--- config.mk ---
export PLATFORM = sky130hd
export DESIGN_NAME = gsf_framer
export DESIGN_NICKNAME = d
export VERILOG_FILES = /design/src/gsf_pkg.sv /design/src/gsf_framer.sv
export SDC_FILE = /design/constraint.sdc
export NUM_CORES = 1
export LEC_CHECK = 0
export ABC_AREA = 1
export ABC_CLOCK_PERIOD_IN_PS = 6200
export BUFFER_PORTS_ARGS = -buffer_cell sky130_fd_sc_hd__clkbuf_2
export CORE_ASPECT_RATIO = 1.4
export CORE_MARGIN = 2
export CORE_UTILIZATION = 35
export CTS_CLUSTER_SIZE = 16
export DETAILED_ROUTE_END_ITERATION = 10
export GPL_ROUTABILITY_DRIVEN = 1
export PLACE_DENSITY = 0.51
export REMOVE_ABC_BUFFERS = 1
export SETUP_SLACK_MARGIN = 0.15
export SYNTH_ARGS = -nofsm -noshare
export SYNTH_HDL_FRONTEND = slang
export SYNTH_SLANG_ARGS = --single-unit
--- constraint.sdc ---
create_clock -name pclk -period 6.2 [get_ports pclk]
set_clock_uncertainty 0.2 [all_clocks]
set_input_delay 0.62 -clock pclk [delete_from_list [all_inputs] [get_ports pclk]]
set_output_delay 0.62 -clock pclk [all_outputs]
set_load 0.1 [all_outputs]
--- src/gsf_pkg.sv ---
`default_nettype none
package gsf_pkg;
    // timing
    localparam int CLK_HZ          = 200_000_000;
    localparam int BAUD            = 9600;
    localparam int ALARM_QUAL_S    = 5;
    localparam int SAMPLE_PERIOD_S = 1;
    localparam int BIT_CYC         = CLK_HZ / BAUD;
    localparam int QUAL_CYC        = ALARM_QUAL_S * CLK_HZ;
    localparam int PERIOD_CYC      = SAMPLE_PERIOD_S * CLK_HZ;

    // register byte offsets
    localparam logic [11:0] OFF_CTRL   = 12'h000;
    localparam logic [11:0] OFF_GAS    = 12'h004;
    localparam logic [11:0] OFF_ALARM  = 12'h008;
    localparam logic [11:0] OFF_TIMERS = 12'h00c;
    localparam logic [11:0] OFF_STATE  = 12'h010;
    localparam logic [11:0] OFF_VREF   = 12'h014;
    localparam logic [11:0] OFF_DATE   = 12'h018;
    localparam logic [11:0] OFF_VER    = 12'h01c;
    localparam logic [11:0] OFF_STAT   = 12'h020;

    // frame constants
    localparam logic [7:0] HDR          = 8'haa;
    localparam logic [7:0] CMD_FULL     = 8'hac;
    localparam logic [7:0] ADDR_FULL    = 8'h00;
    localparam logic [7:0] LEN_STATUS   = 8'h12;
    localparam logic [7:0] LEN_SHORT    = 8'h06;
    localparam logic [1:0] CMD_LAST     = 2'h3;
    localparam logic [7:0] STATE_SW_MSK = 8'h79;
    localparam int         ST_ALARM     = 2;
    localparam logic [7:0] BCD_MAX      = 8'h63;
    localparam logic [7:0] TEN          = 8'h0a;

    typedef struct packed {
        logic        psel;
        logic        penable;
        logic        pwrite;
        logic [11:0] paddr;
        logic [31:0] pwdata;
    } gsf_apb_req_s;

    typedef struct packed {
        logic [31:0] prdata;
        logic        pready;
        logic        pslverr;
    } gsf_apb_rsp_s;

    typedef enum logic [3:0] {
        TX_IDLE  = 4'b0001,
        TX_START = 4'b0010,
        TX_DATA  = 4'b0100,
        TX_STOP  = 4'b1000
    } gsf_tx_e;

    typedef enum logic [3:0] {
        RX_IDLE  = 4'b0001,
        RX_START = 4'b0010,
        RX_DATA  = 4'b0100,
        RX_STOP  = 4'b1000
    } gsf_rx_e;

    typedef struct packed {
        gsf_apb_rsp_s apb;
        logic         auto_en;
        logic [7:0]   gas;
        logic [7:0]   alarm_val;
        logic [7:0]   preheat;
        logic [7:0]   cal_tmr;
        logic [7:0]   state_sw;
        logic [11:0]  vref;
        logic [7:0]   year;
        logic [7:0]   month;
        logic [7:0]   day;
        logic [7:0]   ver_hi;
        logic [7:0]   ver_lo;
        logic         alarm;
        logic [31:0]  qual_cnt;
        logic [31:0]  per_cnt;
        logic         auto_pend;
        logic         rep_pend;
        logic         rep_full;
        logic [7:0]   rep_instr;
        gsf_tx_e      tst;
        logic [31:0]  tbaud;
        logic [2:0]   tbit;
        logic [7:0]   tsh;
        logic [7:0]   tidx;
        logic [7:0]   tlen;
        logic [7:0]   tsum;
        logic         tfull;
        logic [7:0]   tinstr;
        logic         tx;
        gsf_rx_e      rst;
        logic [31:0]  rbaud;
        logic [2:0]   rbit;
        logic [7:0]   rsh;
        logic         rprev;
        logic [1:0]   rcnt;
        logic [7:0]   rsum;
        logic [7:0]   cmd_instr;
        logic [7:0]   cmd_addr;
    } gsf_st_s;
endpackage
`default_nettype wire

--- src/gsf_framer.sv ---
// Chosen here: register access over APB and the placing of the registers.
`timescale 1ns/1ps
`default_nettype none
// Contract
// - alarm output stays low while not in alarm.
// - alarm goes high after gas above alarm value for five seconds.
// - alarm clears after gas at or below half alarm value five seconds.
// - one automatic status frame per sampling period at 9600 baud.
// - automatic frame is eighteen bytes, checksum last.
// - automatic frame equals the full status query reply.
// - bytes six to ten: state, gas, alarm value, preheat, calibration timer.
// - then reference high, low, year, month, day, version high, low.
// - state byte bits: preheat 0, alarm 2, fault 3, calib 4, uncal 5, standby 6.
// - reference reading is twelve bits right aligned, upper nibble zero.
// - date and version bytes are packed BCD.
// - checksum is two's complement of the byte sum, frame sums to zero.
// - automatic frame checksum covers the first seventeen bytes.
// - reply is header, length, type, version, instruction, data (full status reply only), checksum.
// - length byte counts every reply byte inclusive.
// - reply echoes the command instruction byte.
// - receive line idles high; a falling edge starts reception.
// - characters are start, data, stop bits at 9600 baud.
// - instruction ac address 00 returns the automatic frame content.
module gsf_framer #(
    parameter int         BIT_CYCLES    = gsf_pkg::BIT_CYC,
    parameter int         QUAL_CYCLES   = gsf_pkg::QUAL_CYC,
    parameter int         PERIOD_CYCLES = gsf_pkg::PERIOD_CYC,
    parameter logic [7:0] DEV_TYPE      = 8'h5a,   // arbitrary
    parameter logic [7:0] PROTO_VER     = 8'h3c    // arbitrary
) (
    input  wire logic                  pclk,
    input  wire logic                  presetn,
    input  wire gsf_pkg::gsf_apb_req_s apb_i,
    output var  gsf_pkg::gsf_apb_rsp_s apb_o,
    input  wire logic                  rx_i,
    output var  logic                  tx_o,
    output var  logic                  alarm_o
);
    import gsf_pkg::*;

    // device type and protocol version defaults are arbitrary
    localparam logic [31:0] BIT_M1  = 32'(BIT_CYCLES - 1);
    localparam logic [31:0] HALF_M1 = 32'(BIT_CYCLES / 2 - 1);
    localparam logic [31:0] QUAL_M1 = 32'(QUAL_CYCLES - 1);
    localparam logic [31:0] PER_M1  = 32'(PERIOD_CYCLES - 1);

    gsf_st_s q;
    gsf_st_s n;

    function automatic logic [7:0] to_bcd(input logic [7:0] v);
        logic [7:0] t;
        t = (v > BCD_MAX) ? BCD_MAX : v;
        return {4'(t / TEN), 4'(t % TEN)};
    endfunction

    function automatic logic [7:0] state_byte(input gsf_st_s s);
        logic [7:0] b;
        b = s.state_sw & STATE_SW_MSK;
        b[ST_ALARM] = s.alarm;
        return b;
    endfunction

    // payload byte at index for status or short reply
    function automatic logic [7:0] frame_byte(input gsf_st_s s, input logic [7:0] i);
        logic [7:0] b;
        b = 8'h00;
        unique case (i)
            8'd0:    b = HDR;
            8'd1:    b = s.tfull ? LEN_STATUS : LEN_SHORT;
            8'd2:    b = DEV_TYPE;
            8'd3:    b = PROTO_VER;
            8'd4:    b = s.tinstr;
            8'd5:    b = state_byte(s);
            8'd6:    b = s.gas;
            8'd7:    b = s.alarm_val;
            8'd8:    b = s.preheat;
            8'd9:    b = s.cal_tmr;
            8'd10:   b = {4'h0, s.vref[11:8]};
            8'd11:   b = s.vref[7:0];
            8'd12:   b = to_bcd(s.year);
            8'd13:   b = to_bcd(s.month);
            8'd14:   b = to_bcd(s.day);
            8'd15:   b = to_bcd(s.ver_hi);
            8'd16:   b = to_bcd(s.ver_lo);
            default: b = 8'h00;
        endcase
        return b;
    endfunction

    always_comb begin
        logic [7:0] b;
        logic       cond;
        logic [7:0] csum;
        logic       tick;
        b = 8'h00;
        cond = 1'b0;
        tick = 1'b0;
        csum = 8'h00;
        n = q;

        // apb slave: answer one cycle after setup
        n.apb.pready = 1'b0;
        n.apb.pslverr = 1'b0;
        if (apb_i.psel && !apb_i.penable) begin
            n.apb.pready = 1'b1;
            n.apb.prdata = 32'h0;
            unique case (apb_i.paddr)
                OFF_CTRL:   n.apb.prdata = {31'h0, q.auto_en};
                OFF_GAS:    n.apb.prdata = {24'h0, q.gas};
                OFF_ALARM:  n.apb.prdata = {24'h0, q.alarm_val};
                OFF_TIMERS: n.apb.prdata = {16'h0, q.cal_tmr, q.preheat};
                OFF_STATE:  n.apb.prdata = {24'h0, state_byte(q)};
                OFF_VREF:   n.apb.prdata = {20'h0, q.vref};
                OFF_DATE:   n.apb.prdata = {8'h0, q.year, q.month, q.day};
                OFF_VER:    n.apb.prdata = {16'h0, q.ver_hi, q.ver_lo};
                OFF_STAT:   n.apb.prdata = {8'h0, q.cmd_addr, q.cmd_instr, 4'h0,
                                            q.tst != TX_IDLE, q.rep_pend, q.auto_pend, q.alarm};
                default:    n.apb.pslverr = 1'b1;
            endcase
        end
        if (apb_i.psel && apb_i.penable && q.apb.pready && apb_i.pwrite) begin
            unique case (apb_i.paddr)
                OFF_CTRL:   n.auto_en = apb_i.pwdata[0];
                OFF_GAS:    n.gas = apb_i.pwdata[7:0];
                OFF_ALARM:  n.alarm_val = apb_i.pwdata[7:0];
                OFF_TIMERS: {n.cal_tmr, n.preheat} = apb_i.pwdata[15:0];
                OFF_STATE:  n.state_sw = apb_i.pwdata[7:0] & STATE_SW_MSK;
                OFF_VREF:   n.vref = apb_i.pwdata[11:0];
                OFF_DATE:   {n.year, n.month, n.day} = apb_i.pwdata[23:0];
                OFF_VER:    {n.ver_hi, n.ver_lo} = apb_i.pwdata[15:0];
                default:    n.auto_en = q.auto_en;
            endcase
        end

        // alarm qualification with hysteresis
        if (!q.alarm) begin
            cond = q.gas > q.alarm_val;
        end else begin
            cond = q.gas <= {1'b0, q.alarm_val[7:1]};
        end
        if (cond) begin
            if (q.qual_cnt >= QUAL_M1) begin
                n.alarm = !q.alarm;
                n.qual_cnt = 32'h0;
            end else begin
                n.qual_cnt = q.qual_cnt + 32'h1;
            end
        end else begin
            n.qual_cnt = 32'h0;
        end

        // sampling period tick
        if (q.per_cnt >= PER_M1) begin
            n.per_cnt = 32'h0;
            if (q.auto_en) begin
                n.auto_pend = 1'b1;
                tick = 1'b1;
            end
        end else begin
            n.per_cnt = q.per_cnt + 32'h1;
        end

        // transmitter
        unique case (q.tst)
            TX_IDLE: begin
                n.tx = 1'b1;
                n.tbaud = 32'h0;
                if (q.rep_pend || q.auto_pend) begin
                    if (q.rep_pend) begin
                        n.rep_pend = 1'b0;
                        n.tfull = q.rep_full;
                        n.tinstr = q.rep_instr;
                    end else begin
                        n.auto_pend = tick;        // a new tick wins over the take
                        n.tfull = 1'b1;
                        n.tinstr = CMD_FULL;
                    end
                    n.tlen = n.tfull ? LEN_STATUS : LEN_SHORT;
                    n.tidx = 8'h0;
                    b = HDR;
                    n.tsh = b;
                    n.tsum = b;
                    n.tst = TX_START;
                end
            end
            TX_START: begin
                n.tx = 1'b0;
                if (q.tbaud >= BIT_M1) begin
                    n.tbaud = 32'h0;
                    n.tbit = 3'h0;
                    n.tst = TX_DATA;
                end else begin
                    n.tbaud = q.tbaud + 32'h1;
                end
            end
            TX_DATA: begin
                n.tx = q.tsh[q.tbit];
                if (q.tbaud >= BIT_M1) begin
                    n.tbaud = 32'h0;
                    n.tbit = q.tbit + 3'h1;
                    if (q.tbit == 3'h7) begin
                        n.tst = TX_STOP;
                    end
                end else begin
                    n.tbaud = q.tbaud + 32'h1;
                end
            end
            TX_STOP: begin
                n.tx = 1'b1;
                if (q.tbaud >= BIT_M1) begin
                    n.tbaud = 32'h0;
                    if (q.tidx + 8'h1 < q.tlen) begin
                        n.tidx = q.tidx + 8'h1;
                        if (n.tidx == q.tlen - 8'h1) begin
                            b = 8'h0 - q.tsum;
                        end else begin
                            b = frame_byte(q, n.tidx);
                        end
                        n.tsh = b;
                        n.tsum = q.tsum + b;
                        n.tst = TX_START;
                    end else begin
                        n.tst = TX_IDLE;
                    end
                end else begin
                    n.tbaud = q.tbaud + 32'h1;
                end
            end
            default: begin
                n.tx = 1'b1;
                n.tst = TX_IDLE;
            end
        endcase

        // receiver
        n.rprev = rx_i;
        unique case (q.rst)
            RX_IDLE: begin
                n.rbaud = 32'h0;
                if (q.rprev && !rx_i) begin
                    n.rst = RX_START;
                end
            end
            RX_START: begin
                if (q.rbaud >= HALF_M1) begin
                    n.rbaud = 32'h0;
                    n.rbit = 3'h0;
                    n.rst = rx_i ? RX_IDLE : RX_DATA;
                end else begin
                    n.rbaud = q.rbaud + 32'h1;
                end
            end
            RX_DATA: begin
                if (q.rbaud >= BIT_M1) begin
                    n.rbaud = 32'h0;
                    n.rsh = {rx_i, q.rsh[7:1]};
                    n.rbit = q.rbit + 3'h1;
                    if (q.rbit == 3'h7) begin
                        n.rst = RX_STOP;
                    end
                end else begin
                    n.rbaud = q.rbaud + 32'h1;
                end
            end
            RX_STOP: begin
                if (q.rbaud >= BIT_M1) begin
                    n.rbaud = 32'h0;
                    n.rst = RX_IDLE;
                    if (rx_i) begin
                        csum = q.rsum + q.rsh;
                        n.rsum = csum;
                        n.rcnt = q.rcnt + 2'h1;
                        if (q.rcnt == 2'h0) begin
                            n.cmd_instr = q.rsh;
                        end
                        if (q.rcnt == 2'h1) begin
                            n.cmd_addr = q.rsh;
                        end
                        if (q.rcnt == CMD_LAST) begin
                            n.rsum = 8'h0;
                            if (csum == 8'h0) begin
                                n.rep_pend = 1'b1;
                                n.rep_instr = q.cmd_instr;
                                n.rep_full = q.cmd_instr == CMD_FULL
                                             && q.cmd_addr == ADDR_FULL;
                            end
                        end
                    end else begin
                        n.rcnt = 2'h0;
                        n.rsum = 8'h0;
                    end
                end else begin
                    n.rbaud = q.rbaud + 32'h1;
                end
            end
            default: n.rst = RX_IDLE;
        endcase
    end

    always_ff @(posedge pclk or negedge presetn) begin
        if (!presetn) begin
            q <= '0;
            q.tst <= TX_IDLE;
            q.rst <= RX_IDLE;
            q.tx <= 1'b1;
            q.rprev <= 1'b1;
        end else begin
            q <= n;
        end
    end

    assign apb_o = q.apb;
    assign tx_o = q.tx;
    assign alarm_o = q.alarm;
endmodule
`default_nettype wire

# Word-level counts from Yosys, hierarchy flattened

Index checks and enable logic that the tools add are counted.

Flip-flop bits (word level): 347
Bits of input ports: 50
Output and inout port bits: 36
Logic and storage cells: 241

$add $sub $neg: 12
Div/mod/pow operators: 10
$lt $le $gt $ge: 14
Eq/ne operators: 50
Mux-type cells: 71
Reduce and logical (&&, ||, !) cells: 43

Operator list:

| kind                                                                             | count |
|---|---|
| 24-bit case mux with 9 select lines                                              | 1 |
| 32-bit 2-to-1 mux                                                                | 6 |
| 8-bit case mux with 17 select lines                                              | 1 |
| 32-bit by 1-bit adder with 32-bit output (second input constant)                 | 4 |
| 8-bit 2-to-1 mux                                                                 | 12 |
| 32-bit case mux with 3 select lines                                              | 1 |
| 8-bit by 4-bit equality test with 1-bit output (second input constant)           | 8 |
| 32-bit by 15-bit >= comparator with 1-bit output (second input constant)         | 2 |
| 32-bit case mux with 2 select lines                                              | 1 |
| 10-bit 2-to-1 mux                                                                | 6 |
| 12-bit by 5-bit equality test with 1-bit output (second input constant)          | 4 |
| 41-bit 2-to-1 mux                                                                | 1 |
| 8-bit by 4-bit divider with 8-bit output (second input constant)                 | 5 |
| 8-bit by 7-bit greater-than comparator with 1-bit output (second input constant) | 5 |
| 8-bit by 4-bit remainder unit with 8-bit output (second input constant)          | 5 |
| 4-bit 2-to-1 mux                                                                 | 10 |
| 8-bit by 3-bit equality test with 1-bit output (second input constant)           | 4 |
| 32-bit by 14-bit >= comparator with 1-bit output (second input constant)         | 1 |
| 32-bit by 28-bit >= comparator with 1-bit output (second input constant)         | 1 |
| 32-bit by 30-bit >= comparator with 1-bit output (second input constant)         | 1 |
| 16-bit 2-to-1 mux                                                                | 2 |
| 16-bit case mux with 2 select lines                                              | 1 |
| 4-bit case mux with 4 select lines                                               | 2 |
| 9-bit 2-to-1 mux                                                                 | 3 |
| other kinds (51)                                                                 | 113 |

# Longest topological paths before layout

Word-level depth: 12
Gate-level depth with buffers: 47
Depth with buffers taken out: 46

# Worst setup path before layout

OpenSTA, ideal clock, no wires.

Path kind: reg-to-reg
Start: reg q[100] in the netlist's numbering
End: reg q[91] in the netlist's numbering
Setup time: 0.138 ns
Arrival time: 4.584 ns
Data required time: 5.862 ns
Slack: 1.278 ns
Stages on the path, launching flop included: 44
Buffers on the path: 1
Clock period less this slack: 4.922 ns
Path through: dfrtp_1 > ha_1 > nand3_2 > clkinv_1 > nand2_1 > nand2_2 > inv_1 > nand2_4 > nor2_8 > buf_6 > nand3_1 > nand2_1 > nor2_1 > nand2_4 > inv_4 > o21ai_2 > nand2_2 > nand2_1 > [8 not listed] > nand3_1 > nand3_1 > nand4_1 > and2_1 > ha_1 > a21oi_1 > nand2_1 > a21oi_1 > nor2_1 > nor2_1 > inv_1 > a21oi_1 > nor2_1 > nor2_1 > xor2_1 > a21oi_1 > o21ai_0 > a22oi_1

Word-level cells in the longest chain between the ends: 11
Elaborated cells between the ends (all ways): 31
Those cells by class: 2 x add/sub; 1 x order compare; 18 x eq/ne; 8 x mux; 2 x reduce/logical

Ends and longest elaborated chain:

| what                                                                         | line                                 | RTL |
|---|---|---|
| from (decl)                                                                  | gsf_framer.sv:47                     | `gsf_st_s q;` |
| from (signal assigned)                                                       | gsf_framer.sv:308                    | `q <= n;` |
| 8-bit by 1-bit adder with 8-bit output *                                     | gsf_framer.sv:212, gsf_framer.sv:213 |  |
| 8-bit by 5-bit equality test with 1-bit output, or another cell as far along | gsf_framer.sv:67                     | `unique case (i)` |
| 8-bit case mux with 17 select lines                                          | gsf_framer.sv:67                     |  |
| 8-bit 2-to-1 mux                                                             | gsf_framer.sv:214                    | `if (n.tidx == q.tlen - 8'h1) begin` |
| 8-bit 2-to-1 mux                                                             | gsf_framer.sv:212                    | `if (q.tidx + 8'h1 < q.tlen) begin` |
| 8-bit 2-to-1 mux                                                             | gsf_framer.sv:210                    | `if (q.tbaud >= BIT_M1) begin` |
| 8-bit 2-to-1 mux                                                             | gsf_framer.sv:164                    | `unique case (q.tst)` |
| 8-bit adder                                                                  | gsf_framer.sv:220                    | `n.tsum = q.tsum + b;` |
| 8-bit 2-to-1 mux                                                             | gsf_framer.sv:212                    |  |
| 8-bit 2-to-1 mux                                                             | gsf_framer.sv:210                    |  |
| 8-bit case mux with 2 select lines                                           | gsf_framer.sv:164                    |  |

Mark *: on every way between the ends. The rest lies on a longest branch, timed or not. The select of a mux whose other input is x is not followed.
A chain may end at the register's enable or synchronous reset.

# Final worst setup path

Same ends and word-level chain as after synthesis.

==> flow_summary.html <==
<table>
<tr><th>Metric</th><th>Value</th></tr>
<tr><th colspan="2">Worst setup path</th></tr>
<tr><td>Critical Path Source Type</td><td>flop</td></tr>
<tr><td>Arrival time at the worst endpoint</td><td>between 5000 and 6000 ps</td></tr>
<tr><td>Critical-path top delay cell</td><td>sky130_fd_sc_hd__dfrtp_2</td></tr>
<tr><td>Endpoint type of the worst setup path</td><td>flop</td></tr>
<tr><td>Buffering stage count on the worst path with inverters included</td><td>6</td></tr>
<tr><td>Library cell appearing most often on the critical path</td><td>sky130_fd_sc_hd__nand2_4</td></tr>
<tr><td>Largest fanout of any net on the critical path</td><td>5</td></tr>
<tr><td>Cell family with the largest share of critical-path delay</td><td>simple AND/OR/NAND/NOR gates</td></tr>
<tr><td>Category of the critical setup timing path</td><td>reg2reg</td></tr>
<tr><td>Largest stage delay on the critical path</td><td>roughly 440 ps</td></tr>
<tr><td>WP data required</td><td>between 6000 and 7000 ps</td></tr>
<tr><th colspan="2">Hold path</th></tr>
<tr><td>Tightest Hold Check Type</td><td>in2reg</td></tr>
<tr><th colspan="2">Floorplan</th></tr>
<tr><td>Floorplan die width</td><td>around 200 µm</td></tr>
<tr><td>Core area</td><td>between 50000 and 60000 µm²</td></tr>
<tr><td>Initial standard-cell utilization of the core</td><td>0.353</td></tr>
<tr><td>Number of top-level pins</td><td>between 80 and 90</td></tr>
<tr><td>Die height</td><td>approximately 270 µm</td></tr>
<tr><td>Area enclosed by the die boundary</td><td>between 50000 and 60000 µm²</td></tr>
<tr><td>Standard-cell row count</td><td>between 90 and 100</td></tr>
<tr><th colspan="2">Drt</th></tr>
<tr><td>Via Count</td><td>15.3k</td></tr>
<tr><td>Antenna-violating nets left</td><td>0</td></tr>
<tr><td>Pre-Repair DR Iteration Count</td><td>7</td></tr>
<tr><td>Average wire length per cell after detail routing</td><td>17.0 µm</td></tr>
<tr><td>1st-iter DRT viols</td><td>881</td></tr>
<tr><td>Wire length reported by the detailed router</td><td>between 50000 and 60000 µm</td></tr>
<tr><td>Via density per instance</td><td>about 5.0</td></tr>
<tr><td>Residual DRC count</td><td>0</td></tr>
<tr><th colspan="2">Cells and area</th></tr>
<tr><td>Area taken by multi-input logic gates</td><td>roughly 8000 µm²</td></tr>
<tr><td>Net count reported at finish</td><td>between 2k and 2.5k</td></tr>
<tr><td>Share of post-route cells with drive strength above 1</td><td>0.109</td></tr>
<tr><td>Storage element area</td><td>~8500 µm²</td></tr>
<tr><td>Non-Filler Instances</td><td>about 3.1k</td></tr>
<tr><td>Area Growth Syn to Fin</td><td>13.4%</td></tr>
<tr><td>Fillers</td><td>approximately 5.4k</td></tr>
<tr><td>Most used cells in the layout excluding fill and tap cells</td><td>sky130_fd_sc_hd__nand2_1, sky130_fd_sc_hd__inv_1, sky130_fd_sc_hd__dfrtp_1</td></tr>
<tr><td>Ant diodes</td><td>0</td></tr>
<tr><td>Most common cell after layout, fill and taps aside</td><td>sky130_fd_sc_hd__nand2_1</td></tr>
<tr><th colspan="2">STA</th></tr>
<tr><td>Fin crit period</td><td>approximately 5600 ps</td></tr>
<tr><td>Fraction of the cycle the final worst path needs</td><td>0.906</td></tr>
<tr><td>Slew Viols, Final</td><td>0</td></tr>
<tr><td>Highest clock frequency the design can meet</td><td>between 150 and 200 MHz</td></tr>
<tr><td>Max-slew headroom</td><td>0.198</td></tr>
<tr><td>Total negative slack for setup checks</td><td>0 ps</td></tr>
<tr><td>Setup-failing EPs final</td><td>0</td></tr>
<tr><td>Final setup slack of the worst path</td><td>~580 ps</td></tr>
<tr><td>Pin slew with the least headroom to its limit</td><td>between 1000 and 1500 ps</td></tr>
<tr><td>Final-report hold violation count</td><td>0</td></tr>
<tr><td>RSZ-0062 raised after global routing</td><td>no</td></tr>
<tr><th colspan="2">Placement</th></tr>
<tr><td>Final estimated routing congestion in global placement</td><td>0.948</td></tr>
<tr><td>Count of buffers from port buffering</td><td>between 60 and 70</td></tr>
<tr><td>Half-perimeter wire length of the detailed placement result</td><td>around 38000 µm</td></tr>
<tr><td>Post-placement cell count</td><td>just under 3k</td></tr>
<tr><td>Setup Slack @ Placement</td><td>between 300 and 400 ps</td></tr>
<tr><th colspan="2">GRT</th></tr>
<tr><td>Vias in the first global route</td><td>approximately 15k</td></tr>
<tr><td>Global-route wire length before repair</td><td>slightly above 80000 µm</td></tr>
<tr><td>Antenna violations before repair</td><td>0</td></tr>
<tr><td>Largest net degree at the start of global routing</td><td>167</td></tr>
<tr><td>Total GRT Usage</td><td>0.195</td></tr>
<tr><td>Total congestion overflow after global routing</td><td>0</td></tr>
<tr><th colspan="2">Clock tree</th></tr>
<tr><td>Clock root cell</td><td>sky130_fd_sc_hd__clkbuf_16</td></tr>
<tr><td>TritonCTS clock tree</td><td>built</td></tr>
<tr><td>Clock transition at path regs</td><td>60 ps</td></tr>
<tr><td>Clock sink count</td><td>around 340</td></tr>
<tr><td>Maximum buffer depth of the clock tree</td><td>3</td></tr>
<tr><td>Inserted Clock Buffers</td><td>40</td></tr>
<tr><td>Number of H-tree branching levels</td><td>2</td></tr>
<tr><td>Insertion delay of the later-clocked pin in the worst-skew pair</td><td>~600 ps</td></tr>
<tr><th colspan="2">Synthesis</th></tr>
<tr><td>Synthesis warning total</td><td>0</td></tr>
<tr><td>Cell Area, Synth</td><td>between 15000 and 20000 µm²</td></tr>
<tr><td>Post-synthesis instance total</td><td>around 2.3k</td></tr>
<tr><td>Share of synthesized area occupied by flip-flops and latches</td><td>0.465</td></tr>
<tr><td>Top_reg_cell synth</td><td>sky130_fd_sc_hd__dfrtp_1</td></tr>
<tr><td>Mean area per synthesized cell</td><td>roughly 8 µm²</td></tr>
<tr><td>Share of synthesized registers carrying an async set or reset</td><td>1.00</td></tr>
<tr><td>Distinct cell type count of the synthesized netlist</td><td>65</td></tr>
<tr><td>Number of storage elements in the synthesis netlist</td><td>341</td></tr>
<tr><td>Post-synth EDFFs</td><td>0</td></tr>
<tr><th colspan="2">Power and ir drop</th></tr>
<tr><td>Worst ir drop on vdd</td><td>0.000224 V</td></tr>
<tr><td>Pwr dens</td><td>245 nW/µm²</td></tr>
<tr><td>Leakage power summed over all cells</td><td>approximately 9.5 nW</td></tr>
<tr><th colspan="2">Outcome</th></tr>
<tr><td>Run status</td><td>complete, no violations</td></tr>
<tr><th colspan="2">Job</th></tr>
<tr><td>Max-cap check violation count</td><td>0</td></tr>
</table>
[stage by stage]
| stage | area (µm²) | power (mW) | hold WS [ps] | util |
|---|---|---|---|---|
| floorplan | 18000 | 2.54 | 124 | - |
| global placement | 19300 | 2.69 | 245 | 0.371 |
| detailed placement | 19300 | 2.70 | 251 | 0.371 |
| CTS | 20700 | 5.20 | 51.9 | 0.398 |
| global route | 20800 | 5.33 | 60.4 | 0.400 |
| finish | 20800 | 5.11 | 78.2 | 0.400 |
[power by group]
part / leakage [nW] / total [mW] / switching, mW / internal (mW)
Clock: 0.685 / 2.45 / 1.01 / 1.44
Combinational: 4.27 / 0.378 / 0.303 / 0.0757
Sequential: 4.55 / 2.27 / 0.0182 / 2.26
Total: 9.51 / 5.11 / 1.34 / 3.77
[cell type report]
cell class,count,area share
sequential,341,0.410
multi-input combinational,1500,0.387
inverter,389,0.0704
clock buffer,54,0.0549
tap,656,0.0394
timing repair buffer,94,0.0269
clock inverter,20,0.0114
[per-layer routing]
layer	routed length [µm]	track usage
met1	20900	0.221
met2	26700	0.355
met3	1600	0.0267
met4	2600	0.102
met5	0	0
[state kept, by name (all words and copies together) (netlist names)]
signal and flops:
alarm_o 1, q 313, tx_o 1, apb_o 26
[worst reg2reg max path, delay by kind of cell, from the launching register on]
family | cells | cell delay [ps]
DFF | 1 | 440
xor gates and xnor gates | 1 | 210
adders and majority gates | 2 | 470
buffers and inverters | 6 | 380
and+or+nand+nor | 24 | 2750
AOI/OAI and AO/OA | 8 | 1000
[final timing paths]
| kind | startpoint | endpoint | slack, ps | cells past startpoint |
|---|---|---|---|---|
| max | q[100]$_DFFE_PN0P_ | q[91]$_DFFE_PN0P_ | 580 | 41 |
| max reg2reg | q[100]$_DFFE_PN0P_ | q[91]$_DFFE_PN0P_ | 580 | 41 |
| min | apb_i[16] | q[263]$_DFFE_PN0P_ | 80 | 3 |
| max in group asynchronous | presetn | q[216]$_DFF_PN0_ | 4120 | 3 |
| min in group asynchronous | presetn | q[183]$_DFF_PN0_ | 350 | 2 |
| min reg2reg | q[198]$_DFF_PN0_ | q[198]$_DFF_PN0_ | 260 | 1 |
[synthesized netlist by cell type (all sizes together) (3+ instances only)]
| cell type | n | area (µm²) |
|---|---|---|
| clkinv | 4 | 15.0 |
| a22oi | 4 | 30.0 |
| dfrtp | 337 | 8430 |
| inv | 385 | 1450 |
| o21ai | 235 | 1200 |
| a22o | 4 | 35.0 |
| a221oi | 7 | 61.3 |
| a211oi | 9 | 67.6 |
| xor2 | 33 | 289 |
| nand2 | 447 | 1810 |
| nor2 | 234 | 945 |
| o41ai | 3 | 26.3 |
| clkbuf | 42 | 158 |
| ha | 52 | 651 |
| nor3b | 5 | 37.5 |
| nor4 | 29 | 181 |
| o2111ai | 8 | 70.1 |
| nor3 | 70 | 350 |
| nand3b | 3 | 22.5 |
| buf | 38 | 280 |
| nand3 | 101 | 558 |
| nand4 | 31 | 194 |
| a31oi | 8 | 50.1 |
| a2111oi | 5 | 43.8 |
| a41oi | 3 | 26.3 |
| or2 | 7 | 43.8 |
| and2 | 3 | 21.3 |
| o211ai | 6 | 45.0 |
| a21oi | 79 | 418 |
| o22a | 3 | 26.3 |
| o22ai | 62 | 388 |
| dfstp | 4 | 105 |
| xnor2 | 14 | 123 |
[cell families after synthesis]
| kind of cell | share of synthesized area |
|---|---|
| AND/OR/NAND/NOR | 0.227 |
| AO/OA/AOI/OAI | 0.144 |
| XOR/XNOR | 0.0224 |
| adder cells (fa/ha/maj) | 0.0376 |
| flip-flops | 0.465 |
| buffers and inverters | 0.104 |
| other | 0.000204 |
[what timing repair did]
item,in CTS,in global routing
resized for setup,0,19
setup buffers,0,5
hold buffers,2,0
endpoints found under the setup margin,0,1
endpoints found under the hold margin,61,0
Power figures use the tool's default switching activity.
